### config.mk
export PLATFORM = sky130hd
export DESIGN_NAME = comparator_control_logic
export DESIGN_NICKNAME = d
export VERILOG_FILES = /design/src/rtl/comparator_control_pkg.sv /design/src/rtl/comparator_control_logic.sv
export VERILOG_INCLUDE_DIRS = /design/src /design/src/rtl
export SDC_FILE = /design/constraint.sdc
export NUM_CORES = 1
export LEC_CHECK = 0
export ABC_CLOCK_PERIOD_IN_PS = 2050
export BUFFER_PORTS_ARGS = -buffer_cell sky130_fd_sc_hd__clkbuf_2
export CAP_MARGIN = 0
export CORE_MARGIN = 1.5
export CORE_UTILIZATION = 50
export CTS_BUF_LIST = sky130_fd_sc_hd__clkbuf_4 sky130_fd_sc_hd__clkbuf_8
export CTS_CLUSTER_DIAMETER = 120
export DETAILED_ROUTE_END_ITERATION = 8
export GPL_TIMING_DRIVEN = 0
export MAX_ROUTING_LAYER = met4
export PLACE_DENSITY = 0.77
export SLEW_MARGIN = 15
export SYNTH_ARGS = -nofsm -noshare
export SYNTH_HDL_FRONTEND = slang
export SYNTH_SLANG_ARGS = --single-unit
### constraint.sdc
create_clock -name clk_in -period 2.05 [get_ports clk_in]
set_clock_uncertainty 0.1 [all_clocks]
set_input_delay 0.41 -clock clk_in [delete_from_list [all_inputs] [get_ports clk_in]]
set_output_delay 0.41 -clock clk_in [all_outputs]
set_load 0.01 [all_outputs]
### src/rtl/comparator_control_params.svh
// register offsets, field positions and reset values of the comparator control block
`ifndef COMPARATOR_CONTROL_PARAMS_SVH
`define COMPARATOR_CONTROL_PARAMS_SVH

// ****************************************
// register offsets
// ****************************************
`define CMP_ADDR_W 8
`define CMP_DATA_W 8
`define CMP_OFS_CONTROL 8'h00
`define CMP_OFS_IRQ_STATUS 8'h01
`define CMP_OFS_IRQ_ENABLE 8'h02
`define CMP_OFS_IRQ_CLEAR 8'h03

// ****************************************
// control register fields
// ****************************************
`define CMP_BIT_ENABLE 7
`define CMP_BIT_REF_SEL 6
`define CMP_BIT_FLAG 5
`define CMP_BIT_IE 4
`define CMP_BIT_LIVE 3
`define CMP_BIT_OPE 2
`define CMP_MODE_HI 1
`define CMP_MODE_LO 0

// ****************************************
// edge mode encodings
// ****************************************
`define CMP_MODE_FALL0 2'h0
`define CMP_MODE_RISE 2'h1
`define CMP_MODE_FALL2 2'h2
`define CMP_MODE_BOTH 2'h3

// ****************************************
// interrupt status bits
// ****************************************
`define CMP_IRQ_W 3
`define CMP_IRQ_EVENT 0
`define CMP_IRQ_RISE 1
`define CMP_IRQ_FALL 2

// ****************************************
// reset values
// ****************************************
`define CMP_RST_BYTE 8'h00
`define CMP_RST_IRQ 3'h0
`define CMP_RST_MODE 2'h0

`endif

### src/rtl/comparator_control_pkg.sv
// types shared by the comparator control block
package comparator_control_pkg;

	// ****************************************
	// settling sequence after enable
	// ****************************************
	typedef enum logic [1:0] {
		ARM_OFF,
		ARM_SETTLE1,
		ARM_SETTLE2,
		ARM_READY
	} arm_state_type;

	// ****************************************
	// register bus request
	// ****************************************
	typedef struct packed {
		logic [7:0] addr;
		logic [7:0] wdata;
		logic wr;
		logic rd;
	} bus_req_type;

	// ****************************************
	// whole block state
	// ****************************************
	typedef struct packed {
		logic module_enable_bit;
		logic reference_select_bit;
		logic compare_event_flag;
		logic event_interrupt_enable;
		logic output_pin_enable;
		logic [1:0] edge_mode_field;
		logic sync_first;
		logic sync_second;
		logic level_prev;
		arm_state_type arm;
		logic pin_level;
		logic pin_oe;
		logic [2:0] irq_status;
		logic [2:0] irq_enable;
		logic [7:0] rdata;
	} state_type;

endpackage
### src/rtl/comparator_control_logic.sv
// control and status logic around an analog comparator core
//
// The register addresses and the plain strobed port were left to the implementer.
`timescale 1ns/1ps
`include "comparator_control_params.svh"

module comparator_control_logic (
	input wire logic clk_in,
	input wire logic rst_n_in,
	input wire logic [7:0] reg_addr_in,
	input wire logic [7:0] reg_wdata_in,
	input wire logic reg_wr_in,
	input wire logic reg_rd_in,
	output logic [7:0] reg_rdata_out,
	input wire logic comp_level_in,
	input wire logic light_stop_in,
	input wire logic deep_stop_exit_in,
	output logic analog_enable_out,
	output logic reference_select_out,
	output logic output_pin_out,
	output logic output_pin_oe_out,
	output logic irq_out,
	output logic wake_out
);

	// ****************************************
	// helpers
	// ****************************************

	// does a transition match the chosen edge mode
	function automatic logic edge_match(
		input logic [1:0] mode,
		input logic rise,
		input logic fall
	);
		logic hit;
		hit = 1'b0;
		case (mode)
			`CMP_MODE_FALL0: begin
				hit = fall;
			end
			`CMP_MODE_RISE: begin
				hit = rise;
			end
			`CMP_MODE_FALL2: begin
				hit = fall;
			end
			`CMP_MODE_BOTH: begin
				hit = rise | fall;
			end
			default: begin
				hit = 1'b0;
			end
		endcase
		return hit;
	endfunction

	// register slot hit by a strobe, used by the write decode
	function automatic logic reg_hit(
		input logic strobe,
		input logic [7:0] addr,
		input logic [7:0] ofs
	);
		return strobe && (addr == ofs);
	endfunction

	// synchronised level as software and pin see it, low while off
	function automatic logic live_level(
		input comparator_control_pkg::state_type s
	);
		return s.module_enable_bit & s.sync_second;
	endfunction

	// pin driven only with the module on and its pin enable set
	function automatic logic pin_enabled(
		input comparator_control_pkg::state_type s
	);
		return s.module_enable_bit & s.output_pin_enable;
	endfunction

	// comparator event pending with its interrupt enabled
	function automatic logic event_pending(
		input comparator_control_pkg::state_type s
	);
		return s.compare_event_flag & s.event_interrupt_enable;
	endfunction

	// any enabled bit of the status block
	function automatic logic status_pending(
		input comparator_control_pkg::state_type s
	);
		return |(s.irq_status & s.irq_enable);
	endfunction

	// status/control byte as software sees it
	function automatic logic [7:0] control_byte(
		input comparator_control_pkg::state_type s
	);
		logic [7:0] b;
		b = `CMP_RST_BYTE;
		b[`CMP_BIT_ENABLE] = s.module_enable_bit;
		b[`CMP_BIT_REF_SEL] = s.reference_select_bit;
		b[`CMP_BIT_FLAG] = s.compare_event_flag;
		b[`CMP_BIT_IE] = s.event_interrupt_enable;
		b[`CMP_BIT_LIVE] = live_level(s);
		b[`CMP_BIT_OPE] = s.output_pin_enable;
		b[`CMP_MODE_HI:`CMP_MODE_LO] = s.edge_mode_field;
		return b;
	endfunction

	// widen the three interrupt bits to a byte
	function automatic logic [7:0] irq_byte(
		input logic [2:0] bits
	);
		logic [7:0] b;
		b = `CMP_RST_BYTE;
		b[`CMP_IRQ_W-1:0] = bits;
		return b;
	endfunction

	// read mux: write-only and unmapped slots read as zero
	function automatic logic [7:0] read_byte(
		input comparator_control_pkg::state_type s,
		input logic [7:0] addr
	);
		logic [7:0] b;
		b = `CMP_RST_BYTE;
		case (addr)
			`CMP_OFS_CONTROL: begin
				b = control_byte(s);
			end
			`CMP_OFS_IRQ_STATUS: begin
				b = irq_byte(s.irq_status);
			end
			`CMP_OFS_IRQ_ENABLE: begin
				b = irq_byte(s.irq_enable);
			end
			default: begin
				b = `CMP_RST_BYTE;
			end
		endcase
		return b;
	endfunction

	// cleared block, shared by reset and the return from deep stop
	function automatic comparator_control_pkg::state_type reset_state();
		comparator_control_pkg::state_type s;
		s = '0;
		s.arm = comparator_control_pkg::ARM_OFF;
		return s;
	endfunction

	// ****************************************
	// state
	// ****************************************
	comparator_control_pkg::state_type state_q;
	comparator_control_pkg::state_type state_d;
	comparator_control_pkg::bus_req_type req;
	logic rise;
	logic fall;
	logic event_hit;
	logic flag_clear;
	logic [2:0] irq_set;
	logic [2:0] irq_clear;
	logic ctl_wr;
	logic ien_wr;
	logic clr_wr;

	// ****************************************
	// register decode
	// ****************************************

	assign req = '{
		addr: reg_addr_in,
		wdata: reg_wdata_in,
		wr: reg_wr_in,
		rd: reg_rd_in
	};

	assign ctl_wr = reg_hit(req.wr, req.addr, `CMP_OFS_CONTROL);
	assign ien_wr = reg_hit(req.wr, req.addr, `CMP_OFS_IRQ_ENABLE);
	assign clr_wr = reg_hit(req.wr, req.addr, `CMP_OFS_IRQ_CLEAR);

	// ****************************************
	// edge detection
	// ****************************************

	// the comparator core already gives high for plus above minus
	// edges are only taken once the pipeline holds two fresh samples
	always_comb begin
		rise = 1'b0;
		fall = 1'b0;
		if (state_q.arm == comparator_control_pkg::ARM_READY) begin
			rise = state_q.sync_second & ~state_q.level_prev;
			fall = ~state_q.sync_second & state_q.level_prev;
		end
	end

	// light stop needs no gating here: the clock keeps running
	assign event_hit = edge_match(state_q.edge_mode_field, rise, fall);

	// ****************************************
	// write decode
	// ****************************************
	always_comb begin
		flag_clear = 1'b0;
		irq_clear = `CMP_RST_IRQ;
		if (ctl_wr) begin
			flag_clear = req.wdata[`CMP_BIT_FLAG];
		end
		if (clr_wr) begin
			irq_clear = req.wdata[`CMP_IRQ_W-1:0];
		end
	end

	// ****************************************
	// interrupt status sources
	// ****************************************

	always_comb begin
		irq_set = `CMP_RST_IRQ;
		irq_set[`CMP_IRQ_EVENT] = event_hit;
		irq_set[`CMP_IRQ_RISE] = rise;
		irq_set[`CMP_IRQ_FALL] = fall;
	end

	// ****************************************
	// next state
	// ****************************************
	always_comb begin
		state_d = state_q;

		// two-stage crossing of the analog level
		state_d.sync_first = comp_level_in;
		state_d.sync_second = state_q.sync_first;
		state_d.level_prev = state_q.sync_second;

		// settle after enable so a high level is not seen as a rising edge
		case (state_q.arm)
			comparator_control_pkg::ARM_OFF: begin
				if (state_q.module_enable_bit) begin
					state_d.arm = comparator_control_pkg::ARM_SETTLE1;
				end
			end
			comparator_control_pkg::ARM_SETTLE1: begin
				state_d.arm = comparator_control_pkg::ARM_SETTLE2;
			end
			comparator_control_pkg::ARM_SETTLE2: begin
				state_d.arm = comparator_control_pkg::ARM_READY;
			end
			comparator_control_pkg::ARM_READY: begin
				state_d.arm = comparator_control_pkg::ARM_READY;
			end
			default: begin
				state_d.arm = comparator_control_pkg::ARM_OFF;
			end
		endcase

		// disabled: pipeline held at zero, nothing detected
		if (!state_q.module_enable_bit) begin
			state_d.sync_first = 1'b0;
			state_d.sync_second = 1'b0;
			state_d.level_prev = 1'b0;
			state_d.arm = comparator_control_pkg::ARM_OFF;
		end

		// control register write
		if (ctl_wr) begin
			state_d.module_enable_bit = req.wdata[`CMP_BIT_ENABLE];
			state_d.reference_select_bit = req.wdata[`CMP_BIT_REF_SEL];
			state_d.event_interrupt_enable = req.wdata[`CMP_BIT_IE];
			state_d.output_pin_enable = req.wdata[`CMP_BIT_OPE];
			state_d.edge_mode_field = req.wdata[`CMP_MODE_HI:`CMP_MODE_LO];
		end

		// set wins over a clear in the same cycle
		if (flag_clear) begin
			state_d.compare_event_flag = 1'b0;
		end
		if (event_hit) begin
			state_d.compare_event_flag = 1'b1;
		end

		// interrupt block registers
		if (ien_wr) begin
			state_d.irq_enable = req.wdata[`CMP_IRQ_W-1:0];
		end
		state_d.irq_status = (state_q.irq_status & ~irq_clear) | irq_set;

		// pin follows the synchronised level, enable gates it
		state_d.pin_oe = pin_enabled(state_q);
		state_d.pin_level = pin_enabled(state_q) & live_level(state_q);

		// read data stand one cycle after the strobe, zero otherwise
		state_d.rdata = `CMP_RST_BYTE;
		if (req.rd) begin
			state_d.rdata = read_byte(state_q, req.addr);
		end

		// return from deep stop puts the whole block back to reset
		if (deep_stop_exit_in) begin
			state_d = reset_state();
		end
	end

	// ****************************************
	// registers
	// ****************************************
	always_ff @(posedge clk_in) begin
		if (!rst_n_in) begin
			state_q <= reset_state();
		end else begin
			state_q <= state_d;
		end
	end

	// ****************************************
	// outputs
	// ****************************************
	assign reg_rdata_out = state_q.rdata;
	assign analog_enable_out = state_q.module_enable_bit;
	assign reference_select_out = state_q.reference_select_bit;
	assign output_pin_out = state_q.pin_level;
	assign output_pin_oe_out = state_q.pin_oe;

	// interrupt: comparator event path plus the masked status block
	assign irq_out = event_pending(state_q) | status_pending(state_q);

	// wake request only matters while the core sleeps
	assign wake_out = light_stop_in & event_pending(state_q);

endmodule

==> qor.csv <==
stage,metric,value,unit
synthesis,syn_nets,158,
sta,setup_slack,0.4634,ns
clock_tree,cts_setup_buffers,0,
critical_path,timing.rr.end,reg_rdata_out[2],
clock_tree,cts_sinks,28,
layout,drive_above_1_share,33.91,%
route,ant_nets,0,
critical_path,r2r_slack,0.97,ns
sta,setup_viol_count_final,0,
power,power_density,576.3,nW/um2
power,pwr-share-comb,7.4,%
synthesis,synth_seq_cells,28,
synthesis,synth_ff_type,dfxtp_1,
synthesis,yosysWarnings,0,
synthesis,synth_top_family_by_area,simple AND/OR/NAND/NOR gates,
hold_path,hp-start,reg_wdata_in[7],
layout,nNetsFinal,198,
critical_path,crit_start,state_q[13],
synthesis,synth.yosys.seq_area_share,44.09,%
power,switching_share,22.37,%
global_route,grt_pass1_vias,1014,
floorplanning,die_area,2854,um2
sta,hold_viol_final,0,
floorplanning,core-area,2432,um2
clock_tree,cts_buffers,3,
sta,maxSlewViolCount,0,
route,drt_iter0_drc,24,
clock_tree,clockRootBuffer,clkbuf_4,
clock_tree,clockBufferDepth,2,
clock_tree,cts_tree,done,
synthesis,synth_mux_area_share,7.874,%
critical_path,worstSetupEndpoint,irq_out,
power,ir_worst_vdd,595.7,uV
critical_path,crit_chain,a22oi_1 -> nand2_1 -> clkbuf_2,
layout,diodes,0,
route,vias_per_cell,5.402,
floorplanning,io_pins,37,
placed_design,gp_congestion,0.8325,
floorplanning,fp.dieH,53.42,um
clock_tree,clk_pin_slew,0.14,ns
synthesis,synth-edff-count,0,
global_route,antenna_found_initial,0,
critical_path,slowest_stage,dfxtp_1,
power,power.internal,0.6801,mW
global_route,grt_max_degree,16,
placed_design,dp_cells,200,
layout,final_util,62.50,%
layout,layout_commonest_cell,clkbuf_2,
sta,grt_setup_unrepaired,no,
job,maxCapViolCount,0,
critical_path,cp_data_arrival_time,1.08,ns
critical_path,crit_path_max_fanout,3,
power,switchingPower,0.1960,mW
sta,fmax,630.3,MHz
placed_design,dp_slack,0.1359,ns
layout,fin_cells,204,
critical_path,cp-start-kind,flop,
clock_tree,cts.repair.resized,0,
route,firstDrtPassIters,4,
critical_path,r2r-start,state_q[23],
global_route,grt_overflow,0,
route,drcViolationCount,0,
global_route,grt_pass1_wl,4429,um
critical_path,crit_type,flop to output pin,
power,p_leak,0.6350,nW
clock_tree,cts_max_level,1,
synthesis,synthArstFlopShare,0,%
sta,finalCriticalPeriod,1.587,ns
floorplanning,rows,18,
route,wl_per_cell,12.49,um
floorplanning,start_util,52.26,%
layout,layout_common_cells,"clkbuf_2 (35), dfxtp_1 (28), nand2_1 (19)",
critical_path,cp-end-kind,output pin,
route,wirelength,2548,um
synthesis,synth_xor_xnor_area_share,0,%
floorplanning,die_x,53.42,um
placed_design,portBuffers,35,
sta,tns,0,ns
layout,syn_to_final_growth,19.59,%
placed_design,dp.final_hpwl,2012,um
global_route,grt.total_usage,22.40,%
hold_path,holdCritPathClass,input port to flop,
synthesis,synth_compound_area_share,11.91,%
power,p_clk_share,30.5,%
synthesis,synthAdderAreaFrac,0,%
synthesis,syn_area_per_cell,9.416,um2
power,power,0.8762,mW
status,status,completed,
clock_tree,clk_latency,0.33,ns
power,seq_power_share,62.1,%
synthesis,synth_area,1271,um2
synthesis,ys_types,30,
sta,fin_crit_sh,77.39,%
synthesis,synth_cells,135,
sta,tightest_slew,0.5819,ns
route,vias,1102,
clock_tree,cts-hold-fix-buffers,0,
critical_path,cpPeakStageDelay,0.36,ns
synthesis,synth_simple_gate_area_share,28.35,%
sta,slew_headroom,61.21,%
critical_path,rr_worst_depth,3,
critical_path,critPathRequiredTime,1.54,ns
## Yosys cell counts (3+ instances only)
library cell / instances / share of area [%]
and3_1: 7 / 3.4
a22oi_1: 3 / 1.8
clkbuf_1: 3 / 0.89
and2_1: 5 / 2.5
nand2_1: 19 / 5.6
o31ai_1: 4 / 2.4
dfxtp_1: 28 / 44
nand3_1: 3 / 1.2
nor2b_1: 4 / 2.0
or2_2: 4 / 2.0
nand4_1: 5 / 2.5
nor2_1: 4 / 1.2
a21boi_2: 3 / 2.7
buf_4: 8 / 4.7
mux2i_1: 10 / 7.9
a21oi_1: 5 / 2.0
## final cells by class
class	instances	area, um2
well taps	30	37.54
multi-input cells	91	611.8
clock buffers	4	36.28
plain buffers	15	95.09
inverters	1	3.754
repair buffers	35	175.2
fillers	229	912.1
flip-flops and latches	28	560.5
## logic make-up (layout without fill, tap and decap cells)
| family | after synthesis | after routing |
|---|---|---|
| flip-flops | 28 | 28 |
| AND/OR/NAND/NOR | 63 | 63 |
| AO/OA/AOI/OAI | 18 | 18 |
| multiplexers | 10 | 10 |
| buffers and inverters | 16 | 55 |
## registers in the layout, summed over array words and instances, names as in the netlist
register	flops
reg_rdata_out	8
output_pin_out	1
state_q	16
output_pin_oe_out	1
reference_select_out	1
analog_enable_out	1
## per-stage QoR
step / area (um2) / hold slack [ns]
6_report: 1520 / 0.1933
5_1_grt: 1520 / 0.1980
4_1_cts: 1520 / 0.1880
3_5_place_dp: 1484 / 0.3593
3_3_place_gp: 1484 / 0.3404
2_1_floorplan: 1271 / 0.3367
## critical path: cells and delay by family (launching register included)
kind,cells,cell delay (ns)
AND/OR/NAND/NOR,1,0.07
buffers and inverters,1,0.13
flip-flops,1,0.36
AO/OA/AOI/OAI,1,0.20
## per-layer routing
layer | share of wire (%) | track usage [%]
met4 | 1.4 | 5.128
met5 | 0 | -
met2 | 51 | 39.09
met3 | 7.9 | 5.085
met1 | 39 | 25.95
## power groups by stage
| stage | sequential (mW) | combinational (mW) | clock, mW |
|---|---|---|---|
| after floorplan | 0.556 | 0.0319 | 0 |
| after global placement | 0.556 | 0.0626 | 0 |
| after detailed placement | 0.556 | 0.0641 | 0 |
| after CTS | 0.544 | 0.0643 | 0.270 |
| after global routing | 0.545 | 0.0721 | 0.299 |
| final | 0.544 | 0.0646 | 0.267 |
## worst min-delay path by stage
stage,depth (start not counted),slack (ns),endpoint
after floorplan,1,0.34,state_q[19]
after global placement,1,0.34,state_q[19]
after detailed placement,1,0.36,state_q[19]
after CTS,3,0.19,reference_select_out
after global routing,3,0.20,state_q[24]
final,3,0.19,analog_enable_out
No activity file was read; power rests on OpenSTA's default activity.
